## src/rtl/ccr_pkg.sv

```systemverilog
// constants and types of the common control register bank
package ccr_pkg;
	// register word indices as printed
	localparam logic [7:0] ADDR_RESET_CLEAR = 8'h19;
	localparam logic [7:0] ADDR_LOOP_DELAY = 8'h1A;
	localparam logic [7:0] ADDR_ALIGN_DEPTH = 8'h1B;
	localparam logic [7:0] ADDR_MEASURE_SEL = 8'h1C;
	localparam logic [7:0] ADDR_PIN_PAIRING = 8'h1D;
	localparam logic [7:0] ADDR_IRQ_STATUS = 8'h20;
	localparam logic [7:0] ADDR_IRQ_MASK = 8'h21;
	// reset and clear control bits
	localparam int BIT_READY = 15;
	localparam int BIT_ERR_CLEAR = 3;
	localparam int BIT_FAIL_CLEAR = 2;
	localparam int BIT_COUNT_CLEAR = 1;
	localparam int BIT_SOFT_RESET = 0;
	// measure select fields
	localparam int BIT_STOP_EN = 11;
	localparam int BIT_STOP_SEL_LO = 8;
	localparam int BIT_START_EN = 7;
	localparam int BIT_START_SEL_LO = 4;
	localparam int BIT_ARM_EN = 3;
	localparam int BIT_ARM_SEL_LO = 0;
	localparam int SEL_W = 3;
	localparam int FIELD5_W = 5;
	localparam int PAIR_W = 2;
	localparam int IRQ_W = 2;
	localparam int IRQ_READY_RISE = 0;
	localparam int IRQ_READY_FALL = 1;
	// delay step and range
	localparam real LOOP_STEP_NS = 2.5;
	localparam real LOOP_MAX_NS = 80.0;
	localparam logic [4:0] RESET_FIELD5 = 5'h00;
	localparam logic [11:0] RESET_MEASURE = 12'h000;
	localparam logic [1:0] RESET_PAIR = 2'h0;
	localparam logic [15:0] ZERO16 = 16'h0000;
	typedef struct packed {
		logic [4:0] loop_delay_value;
		logic [4:0] align_depth;
		logic [11:0] measure_sel;
		logic [1:0] pairing;
		logic [1:0] irq_status;
		logic [1:0] irq_mask;
		logic ready_seen;
		logic [15:0] rdata;
	} ccr_state_type;
endpackage

```

## src/rtl/ccr_common_regs.sv

```systemverilog
// common control register bank with measurement line selectors
//
// Added by the designer: the address-and-strobe port.
`timescale 1ns/1ps

module ccr_common_regs (
	input wire logic clk_sys, // system clock
	input wire logic rst, // synchronous reset, high
	input wire logic [7:0] reg_addr, // register index
	input wire logic [15:0] reg_wdata, // write data
	input wire logic reg_wr, // write strobe
	input wire logic reg_rd, // read strobe
	output logic [15:0] reg_rdata, // read data, cycle after strobe
	input wire logic loop_locked, // lock flag from analog loops
	input wire logic [3:0] comp_high, // high comparator per channel
	input wire logic [3:0] comp_low, // low comparator per channel
	input wire logic [3:0] compare_fail_raw, // raw compare fails
	output logic [3:0] compare_fail_aligned, // fails delayed by align depth plus one cycle
	output logic err_clear_pulse, // clears delay errors, edge logic
	output logic fail_clear_pulse, // clears accumulated_fail_regs
	output logic count_clear_pulse, // clears fail counters
	output logic soft_reset_pulse, // software reset to whole chip
	output logic [4:0] loop_delay_value, // drive to compare delay code
	output logic [1:0] pair_enable, // channel pairing enables
	output logic arm_out, // arm line data
	output logic arm_oe_n, // arm line enable, low drives
	output logic start_out, // start line data
	output logic start_oe_n, // start line enable, low drives
	output logic stop_out, // stop line data
	output logic stop_oe_n, // stop line enable, low drives
	output logic irq // level interrupt
);

	// ============================================================
	// state
	ccr_pkg::ccr_state_type state_reg;
	ccr_pkg::ccr_state_type state_next;
	logic lock_meta_reg;
	logic lock_sync_reg;
	logic soft_reset_reg;
	logic [2:0] clears_reg;
	logic [3:0] fail_pipe_reg [0:31];
	logic [3:0] fail_out_reg;
	logic wr_ctrl;
	logic any_reset;
	logic [7:0] comp_vec;

	// software reset acts like the reset pin one cycle later, except on the lock flag synchroniser
	assign any_reset = rst | soft_reset_reg;

	// ============================================================
	// lock flag synchroniser
	always_ff @(posedge clk_sys) begin
		if (rst) begin
			lock_meta_reg <= 1'b0;
			lock_sync_reg <= 1'b0;
		end else begin
			lock_meta_reg <= loop_locked;
			lock_sync_reg <= lock_meta_reg;
		end
	end

	// ============================================================
	// clear and soft reset strobes
	assign wr_ctrl = reg_wr && (reg_addr == ccr_pkg::ADDR_RESET_CLEAR);

	// one-cycle pulses, zero writes leave them low
	always_ff @(posedge clk_sys) begin
		if (any_reset) begin
			soft_reset_reg <= 1'b0;
			clears_reg <= 3'h0;
		end else begin
			soft_reset_reg <= wr_ctrl && reg_wdata[ccr_pkg::BIT_SOFT_RESET];
			clears_reg[2] <= wr_ctrl && reg_wdata[ccr_pkg::BIT_ERR_CLEAR];
			clears_reg[1] <= wr_ctrl && reg_wdata[ccr_pkg::BIT_FAIL_CLEAR];
			clears_reg[0] <= wr_ctrl && reg_wdata[ccr_pkg::BIT_COUNT_CLEAR];
		end
	end

	assign err_clear_pulse = clears_reg[2];
	assign fail_clear_pulse = clears_reg[1];
	assign count_clear_pulse = clears_reg[0];
	assign soft_reset_pulse = soft_reset_reg;

	// ============================================================
	// register writes, reads and interrupt flags
	always_comb begin
		logic [1:0] ev;
		ev = 2'h0;
		state_next = state_reg;
		state_next.ready_seen = lock_sync_reg;
		ev[ccr_pkg::IRQ_READY_RISE] = lock_sync_reg & ~state_reg.ready_seen;
		ev[ccr_pkg::IRQ_READY_FALL] = ~lock_sync_reg & state_reg.ready_seen;
		state_next.rdata = ccr_pkg::ZERO16;
		if (reg_wr) begin
			if (reg_addr == ccr_pkg::ADDR_LOOP_DELAY) begin
				state_next.loop_delay_value = reg_wdata[ccr_pkg::FIELD5_W-1:0];
			end else if (reg_addr == ccr_pkg::ADDR_ALIGN_DEPTH) begin
				state_next.align_depth = reg_wdata[ccr_pkg::FIELD5_W-1:0];
			end else if (reg_addr == ccr_pkg::ADDR_MEASURE_SEL) begin
				state_next.measure_sel = reg_wdata[ccr_pkg::BIT_STOP_EN:0];
			end else if (reg_addr == ccr_pkg::ADDR_PIN_PAIRING) begin
				state_next.pairing = reg_wdata[ccr_pkg::PAIR_W-1:0];
			end else if (reg_addr == ccr_pkg::ADDR_IRQ_STATUS) begin
				state_next.irq_status = state_reg.irq_status & ~reg_wdata[ccr_pkg::IRQ_W-1:0];
			end else if (reg_addr == ccr_pkg::ADDR_IRQ_MASK) begin
				state_next.irq_mask = reg_wdata[ccr_pkg::IRQ_W-1:0];
			end
		end
		// set wins over write-one-to-clear
		state_next.irq_status = state_next.irq_status | ev;
		if (reg_rd) begin
			// unused bits read zero
			if (reg_addr == ccr_pkg::ADDR_RESET_CLEAR) begin
				state_next.rdata[ccr_pkg::BIT_READY] = lock_sync_reg;
			end else if (reg_addr == ccr_pkg::ADDR_LOOP_DELAY) begin
				state_next.rdata[ccr_pkg::FIELD5_W-1:0] = state_reg.loop_delay_value;
			end else if (reg_addr == ccr_pkg::ADDR_ALIGN_DEPTH) begin
				state_next.rdata[ccr_pkg::FIELD5_W-1:0] = state_reg.align_depth;
			end else if (reg_addr == ccr_pkg::ADDR_MEASURE_SEL) begin
				state_next.rdata[ccr_pkg::BIT_STOP_EN:0] = state_reg.measure_sel;
			end else if (reg_addr == ccr_pkg::ADDR_PIN_PAIRING) begin
				state_next.rdata[ccr_pkg::PAIR_W-1:0] = state_reg.pairing;
			end else if (reg_addr == ccr_pkg::ADDR_IRQ_STATUS) begin
				state_next.rdata[ccr_pkg::IRQ_W-1:0] = state_reg.irq_status;
			end else if (reg_addr == ccr_pkg::ADDR_IRQ_MASK) begin
				state_next.rdata[ccr_pkg::IRQ_W-1:0] = state_reg.irq_mask;
			end
		end
	end

	// state register, reset by pin or soft reset
	always_ff @(posedge clk_sys) begin
		if (any_reset) begin
			state_reg.loop_delay_value <= ccr_pkg::RESET_FIELD5;
			state_reg.align_depth <= ccr_pkg::RESET_FIELD5;
			state_reg.measure_sel <= ccr_pkg::RESET_MEASURE;
			state_reg.pairing <= ccr_pkg::RESET_PAIR;
			state_reg.irq_status <= 2'h0;
			state_reg.irq_mask <= 2'h0;
			state_reg.ready_seen <= 1'b0;
			state_reg.rdata <= ccr_pkg::ZERO16;
		end else begin
			state_reg <= state_next;
		end
	end

	assign reg_rdata = state_reg.rdata;
	assign loop_delay_value = state_reg.loop_delay_value;
	assign pair_enable = state_reg.pairing;
	assign irq = |(state_reg.irq_status & state_reg.irq_mask);

	// ============================================================
	// compare alignment pipeline, depth 0 passes straight through a flop
	always_ff @(posedge clk_sys) begin
		if (any_reset) begin
			for (int i = 0; i < 32; i++) begin
				fail_pipe_reg[i] <= 4'h0;
			end
			fail_out_reg <= 4'h0;
		end else begin
			fail_pipe_reg[0] <= compare_fail_raw;
			for (int i = 1; i < 32; i++) begin
				fail_pipe_reg[i] <= fail_pipe_reg[i-1];
			end
			fail_out_reg <= (state_reg.align_depth == ccr_pkg::RESET_FIELD5) ? compare_fail_raw
				: fail_pipe_reg[state_reg.align_depth - 5'h01];
		end
	end

	assign compare_fail_aligned = fail_out_reg;

	// ============================================================
	// measurement line selectors: code {channel, low}
	assign comp_vec = {comp_low[3], comp_high[3], comp_low[2], comp_high[2],
		comp_low[1], comp_high[1], comp_low[0], comp_high[0]};

	// selected comparator registered onto each line
	always_ff @(posedge clk_sys) begin
		if (any_reset) begin
			arm_out <= 1'b0;
			start_out <= 1'b0;
			stop_out <= 1'b0;
		end else begin
			arm_out <= comp_vec[state_reg.measure_sel[ccr_pkg::BIT_ARM_SEL_LO +: ccr_pkg::SEL_W]];
			start_out <= comp_vec[state_reg.measure_sel[ccr_pkg::BIT_START_SEL_LO +: ccr_pkg::SEL_W]];
			stop_out <= comp_vec[state_reg.measure_sel[ccr_pkg::BIT_STOP_SEL_LO +: ccr_pkg::SEL_W]];
		end
	end

	// enables, low while driving
	assign stop_oe_n = ~state_reg.measure_sel[ccr_pkg::BIT_STOP_EN];
	assign start_oe_n = ~state_reg.measure_sel[ccr_pkg::BIT_START_EN];
	assign arm_oe_n = ~state_reg.measure_sel[ccr_pkg::BIT_ARM_EN];

endmodule

```

## config.mk

```make
export PLATFORM = sky130hd
export DESIGN_NAME = ccr_common_regs
export DESIGN_NICKNAME = d
export VERILOG_FILES = /design/src/rtl/ccr_pkg.sv /design/src/rtl/ccr_common_regs.sv
export SDC_FILE = /design/constraint.sdc
export NUM_CORES = 1
export LEC_CHECK = 0
export ABC_CLOCK_PERIOD_IN_PS = 4700
export BUFFER_PORTS_ARGS = -buffer_cell sky130_fd_sc_hd__buf_2
export CAP_MARGIN = 25
export CORE_ASPECT_RATIO = 1.2
export CORE_MARGIN = 2
export CORE_UTILIZATION = 35
export CTS_CLUSTER_DIAMETER = 80
export DETAILED_ROUTE_END_ITERATION = 8
export GPL_ROUTABILITY_DRIVEN = 0
export PLACE_DENSITY = 0.6
export SLEW_MARGIN = 20
export SYNTH_ARGS = -nofsm -noshare
export SYNTH_HDL_FRONTEND = slang
export SYNTH_SLANG_ARGS = --single-unit
export TNS_END_PERCENT = 1
```

## constraint.sdc

```tcl
create_clock -name clk_sys -period 4.7 [get_ports clk_sys]
set_input_delay 0.47 -clock clk_sys [delete_from_list [all_inputs] [get_ports clk_sys]]
set_output_delay 0.47 -clock clk_sys [all_outputs]
set_load 0.005 [all_outputs]
```

Yosys cells after proc, flatten, opt, wreduce, memory -nomap -nowiden:

Memory sizes are Yosys's and may differ from the RTL's.
Cells that the tools add are included.

* RAM bits: 128
* output and inout port bits: 38
* input bits: 41
* latch bits: 0
* memories: 1
* memory bits (read-only): 0
* register bits: 58
* logic and storage cells: 154

* $mul: 0
* bitwise operators: 51
* divide/modulo/power cells: 0
* equality and inequality tests: 7
* $lt $le $gt $ge: 3
* reductions and logical operators: 15
* mux-type cells: 57
* shift operators: 0
* add/sub/neg operators: 1

Memory list
* fail_pipe_reg: words 32, bits a word 4, read ports 32, clocked after Yosys merged registers in 0, write ports 32, RTL line ccr_common_regs.sv:42 `logic [3:0] fail_pipe_reg [0:31];`

Operator list (count)
* 4-bit two-way mux: 38
* 8-bit by 5-bit equality test with 1-bit output (second input constant): 5
* 1-bit OR: 33
* 8-bit by 6-bit equality test with 1-bit output (second input constant): 2
* 2-bit two-way mux: 7
* 3-bit by 4-bit less-than comparator with 1-bit output (second input constant): 3
* 1-bit inverter: 12
* 10-bit two-way mux: 1
* 5-bit two-way mux: 2
* 1-bit binary-select mux with 3-bit select: 3
* 7-bit AND reduction: 1
* 1-bit two-way mux: 6
* 3-bit OR reduction: 2
* 6-bit OR reduction: 1
* 1-bit logical AND: 5
* 5-bit zero test: 1
* 5-bit AND reduction: 1
* 5-bit by 1-bit subtractor with 5-bit output (second input constant): 1
* 2-bit AND: 2
* 4-bit AND reduction: 1
* 3-bit AND reduction: 1
* 1-bit AND: 2
* 2-bit inverter: 1
* 2-bit OR: 1
* 2 further kinds: 2

Depth between registers and ports, before layout:

* word-level depth: 9
* mapped depth: 11

Worst setup path after synthesis:

Ideal clock, no wire load.

* path type: register to register
* start: register state_reg[35] in the netlist's numbering
* end: register fail_out_reg[0] (netlist: compare_fail_aligned[0])
* data required time: 4.585 ns
* cell stages (with the launch flop): 11
* slack: 2.049 ns
* setup time: 0.115 ns
* path buffers: 3
* data arrival time: 2.537 ns
* clock period less this slack: 2.651 ns
* cells stage by stage: dfxtp_1 buf_6 buf_2 inv_1 ha_1 buf_1 mux4_2 mux2_2 a221oi_1 nor3_1 o21a_1

* longest elaborated chain between the ends: 3

RTL lines
* from (decl): RTL line ccr_common_regs.sv:36 `ccr_pkg::ccr_state_type state_reg;`
* from (signal assigned): RTL line ccr_common_regs.sv:144 `state_reg <= state_next;`
* 5-bit by 1-bit subtractor with 5-bit output: RTL line ccr_common_regs.sv:167 `: fail_pipe_reg[state_reg.align_depth - 5'h01];`
* memory read 32 x 4 bit
* 4-bit two-way mux (*): RTL line ccr_common_regs.sv:166 `fail_out_reg <= (state_reg.align_depth == ccr_pkg::RESET_FIELD5) ? compare_fail_raw`
* to (signal assigned): RTL line ccr_common_regs.sv:166
* to (decl): RTL line ccr_common_regs.sv:43 `logic [3:0] fail_out_reg;`

Every way passes the cells marked *; elsewhere a longest branch is shown, timed or not.
A chain may end at the register's enable or synchronous reset.

Final worst setup path:

* start: register state_reg[36] in the netlist's numbering
* end: register fail_out_reg[3] (netlist: compare_fail_aligned[3])

The elaborated chain is that of the path after synthesis.

==> impl_metrics.tcl <==
set metrics [dict create \
    finalNetCount 685 \
    synthCells 604 \
    fmax_ghz 0.331 \
    antenna_found_initial 0 \
    status "finished, final reports clean" \
    setup_ws_ns 1.68 \
    cts_tree "yes" \
    synthToLayoutAreaGrowth_pct 15.5 \
    tns_ns 0 \
    crit_buf_inv 2 \
    grt_pass1_vias 4268 \
    hold_violations 0 \
    largest_register_ffs 128 \
    cts_buffer_depth 2 \
    initial_utilization_pct 35.6 \
    hp-start "loop_locked" \
    cp-start-kind "flop" \
    finalSetupViolCount 0 \
    ys_seq_area_share_pct 52.7 \
    final_cells 917 \
    finalClockSkew_ns 0.0116 \
    crit_chain "inv_1 -> ha_1 -> buf_4 -> mux4_2 -> mux4_2 -> o21ai_0 -> a31oi_1" \
    avgViaCountPerCell 4.78 \
    postRouteWirelength_um 13000 \
    period_share_pct 64.2 \
    root_buffer "clkbuf_16" \
    synth_cell_types 43 \
    crit_fanout 21 \
    critical-path-slowest-cell "ha_1" \
    antenna_cells 0 \
    io_buffers 71 \
    clock-sinks 183 \
    htreeDepth 4 \
    cts_buffers 17 \
    p_leak_nw 3.18 \
    critical_path_required_ns 4.98 \
    cp_top_family "adder cells" \
    clkTransAtPathRegs_ns 0.07 \
    drive_above_1_share_pct 23.9 \
    grt_usage_pct 12.7 \
    clk_latency_ns 0.43 \
    syn-cell-area_sq_mm 0.00695 \
    cts_hold_buf 0 \
    grt_pass1_wl_um 21100 \
    pre_cts_ws_ns 1.68 \
    r2r-start "state_reg[36]$_SDFFE_PP0P_" \
    avgSynthCellArea_sq_um 11.5 \
    crit_start "state_reg[36]$_SDFFE_PP0P_" \
    nFillCells 1855 \
    die-area_sq_mm 0.0210 \
    finalCriticalPeriod_ns 3.02 \
    ioPinCount 79 \
    postLayoutCellArea_sq_mm 0.00803 \
    arrival_ns 3.30 \
    grt_overflow 0 \
    max_cap_violations 0 \
    slew_viol_final 0 \
    dp_cells 885 \
    coreArea_sq_mm 0.0195 \
    p_per_area_mw_per_mm2 402 \
    dr.pass1.iters 4 \
    end_kind "flop" \
    crit_top_cell "mux4_2" \
    drcViolationCount 0 \
    hpwl_um 8690 \
    max-slew-margin-rel_pct 29.1 \
    drt_iter0_drc 177 \
    rsz0062_at_grt "no" \
    hold_class "primary input to flop" \
    grt_max_degree 133 \
    synth-seq-cells 183 \
    post_drt_wl_per_cell_um 14.2 \
    num_rows 56 \
    place_area_sq_mm 0.00735 \
    critical_path_class "flop to flop" \
    tightest_slew_ns 1.06 \
    ys.warnings.count 0 \
    ir_drop_mv 0.255 \
    ant_nets 0 \
    cts-resized-gates 0 \
    die_w_um 133 \
    die_h_um 158 \
    utilization_pct 41.1 \
    max_stage_delay_ns 0.99 \
    postCtsSetupRepairBufs 0 \
    vias 4382 \
]
[kinds of logic (layout without fill, tap and decap cells)]
| family | Yosys count | in the layout | share of synthesized area [%] |
|---|---|---|---|
| buffers and inverters | 65 | 115 | 5.15 |
| AOI/OAI and AO/OA | 38 | 38 | 3.53 |
| DFF | 183 | 183 | 52.7 |
| muxes | 70 | 70 | 18.0 |
| and+or+nand+nor | 245 | 245 | 20.2 |
| other | 1 | 3 | 0.0540 |
| xor gates and xnor gates | 1 | 1 | 0.126 |
| adders and majority gates | 1 | 1 | 0.180 |
[worst reg2reg max path: stages, from the launching register on]
cell     delay [ns]
dfxtp_1        0.40
inv_1          0.06
ha_1           0.99
buf_4          0.38
mux4_2         0.33
mux4_2         0.53
o21ai_0        0.10
a31oi_1        0.09
[cell type report]
type / count / area [sq um] / share of cell area, %
flip-flops and latches: 183 / 3660 / 45.7
multi-input cells: 358 / 2940 / 36.7
clock buffers: 22 / 484 / 6.03
repair buffers: 76 / 393 / 4.89
well taps: 261 / 327 / 4.07
clock inverters: 10 / 189 / 2.35
inverters: 7 / 26.3 / 0.327
[through the flow]
step	total power [W]	hold slack [ns]
2_1_floorplan	0.00164	0.414
3_3_place_gp	0.00167	0.425
3_5_place_dp	0.00168	0.436
4_1_cts	0.00326	0.248
5_1_grt	0.00334	0.262
6_report	0.00323	0.263
[power by group]
| part | leakage, nW | internal [W] | switching (W) |
|---|---|---|---|
| sequential | 1.48 | 0.00156 | 0.00000526 |
| combinational | 1.37 | 0.0000291 | 0.0000456 |
| clock | 0.327 | 0.00100 | 0.000584 |
| total | 3.18 | 0.00260 | 0.000635 |
[Yosys cell counts]
cell type,number,area (sq um)
or2_2,3,18.8
or3b_1,1,8.76
a221oi_1,1,8.76
nor3_1,5,25.0
mux4_2,44,991
a41o_1,1,10.0
dfxtp_1,183,3660
clkbuf_1,21,78.8
nor2b_1,10,62.6
a21bo_1,1,10.0
o2bb2ai_1,1,8.76
mux2_2,1,11.3
a22o_1,1,8.76
xnor2_1,1,8.76
o21ai_0,4,20.0
and4_1,2,17.5
nor4_1,3,18.8
o21a_1,2,15.0
nor4b_1,1,8.76
nor2_1,36,135
and4b_1,1,10.0
buf_4,24,180
a21oi_1,11,55.1
mux2i_1,25,250
a31oi_1,5,31.3
ha_1,1,12.5
nand3b_1,2,15.0
and2_1,143,895
buf_1,4,15.0
nand2_1,14,52.6
a211oi_1,2,15.0
nand3_1,15,75.1
a22oi_1,3,22.5
inv_1,7,26.3
buf_2,7,35.0
a32o_1,1,10.0
and3_1,4,25.0
nand4b_1,1,8.76
conb_1,1,3.75
o21ai_1,4,20.0
nor3b_1,4,30.0
buf_6,2,22.5
o211a_1,1,10.0
[cell usage in the layout (no fill, tap or decap), types with 3 or more instances in the layout]
| cell | instances |
|---|---|
| and3_1 | 4 |
| clkbuf_8 | 4 |
| conb_1 | 3 |
| dfxtp_1 | 182 |
| inv_1 | 7 |
| and2_1 | 143 |
| or2_2 | 3 |
| o21ai_1 | 4 |
| nor3_1 | 5 |
| nand3_1 | 15 |
| nor4_1 | 3 |
| nor2b_1 | 10 |
| a31oi_1 | 5 |
| mux2i_1 | 25 |
| nor2_1 | 35 |
| clkbuf_16 | 17 |
| a22oi_1 | 3 |
| buf_2 | 71 |
| nand2_1 | 14 |
| bufinv_16 | 5 |
| a21oi_1 | 11 |
| nor3b_1 | 4 |
| mux4_2 | 44 |
| o21ai_0 | 4 |
| buf_4 | 5 |
[routing by layer]
metal | vias to the layer above | GRT usage (%) | routed length [um]
met1 | 2153 | 15.8 | 5890
li1 | 2115 | - | -
met5 | - | 0 | 0
met2 | 96 | 21.4 | 6350
met3 | 18 | 4.17 | 656
met4 | 0 | 3.69 | 134
[final timing paths]
check	to	slack (ns)	cells after the start
worst max-delay path	compare_fail_aligned[3]$_SDFF_PP0_	1.68	7
worst min-delay path	lock_meta_reg$_SDFF_PP0_	0.26	2
worst max register to register	compare_fail_aligned[3]$_SDFF_PP0_	1.68	7
worst min register to register	fail_pipe_reg[13][2]$_SDFF_PP0_	0.45	1
(Power assumes the default switching activity.)
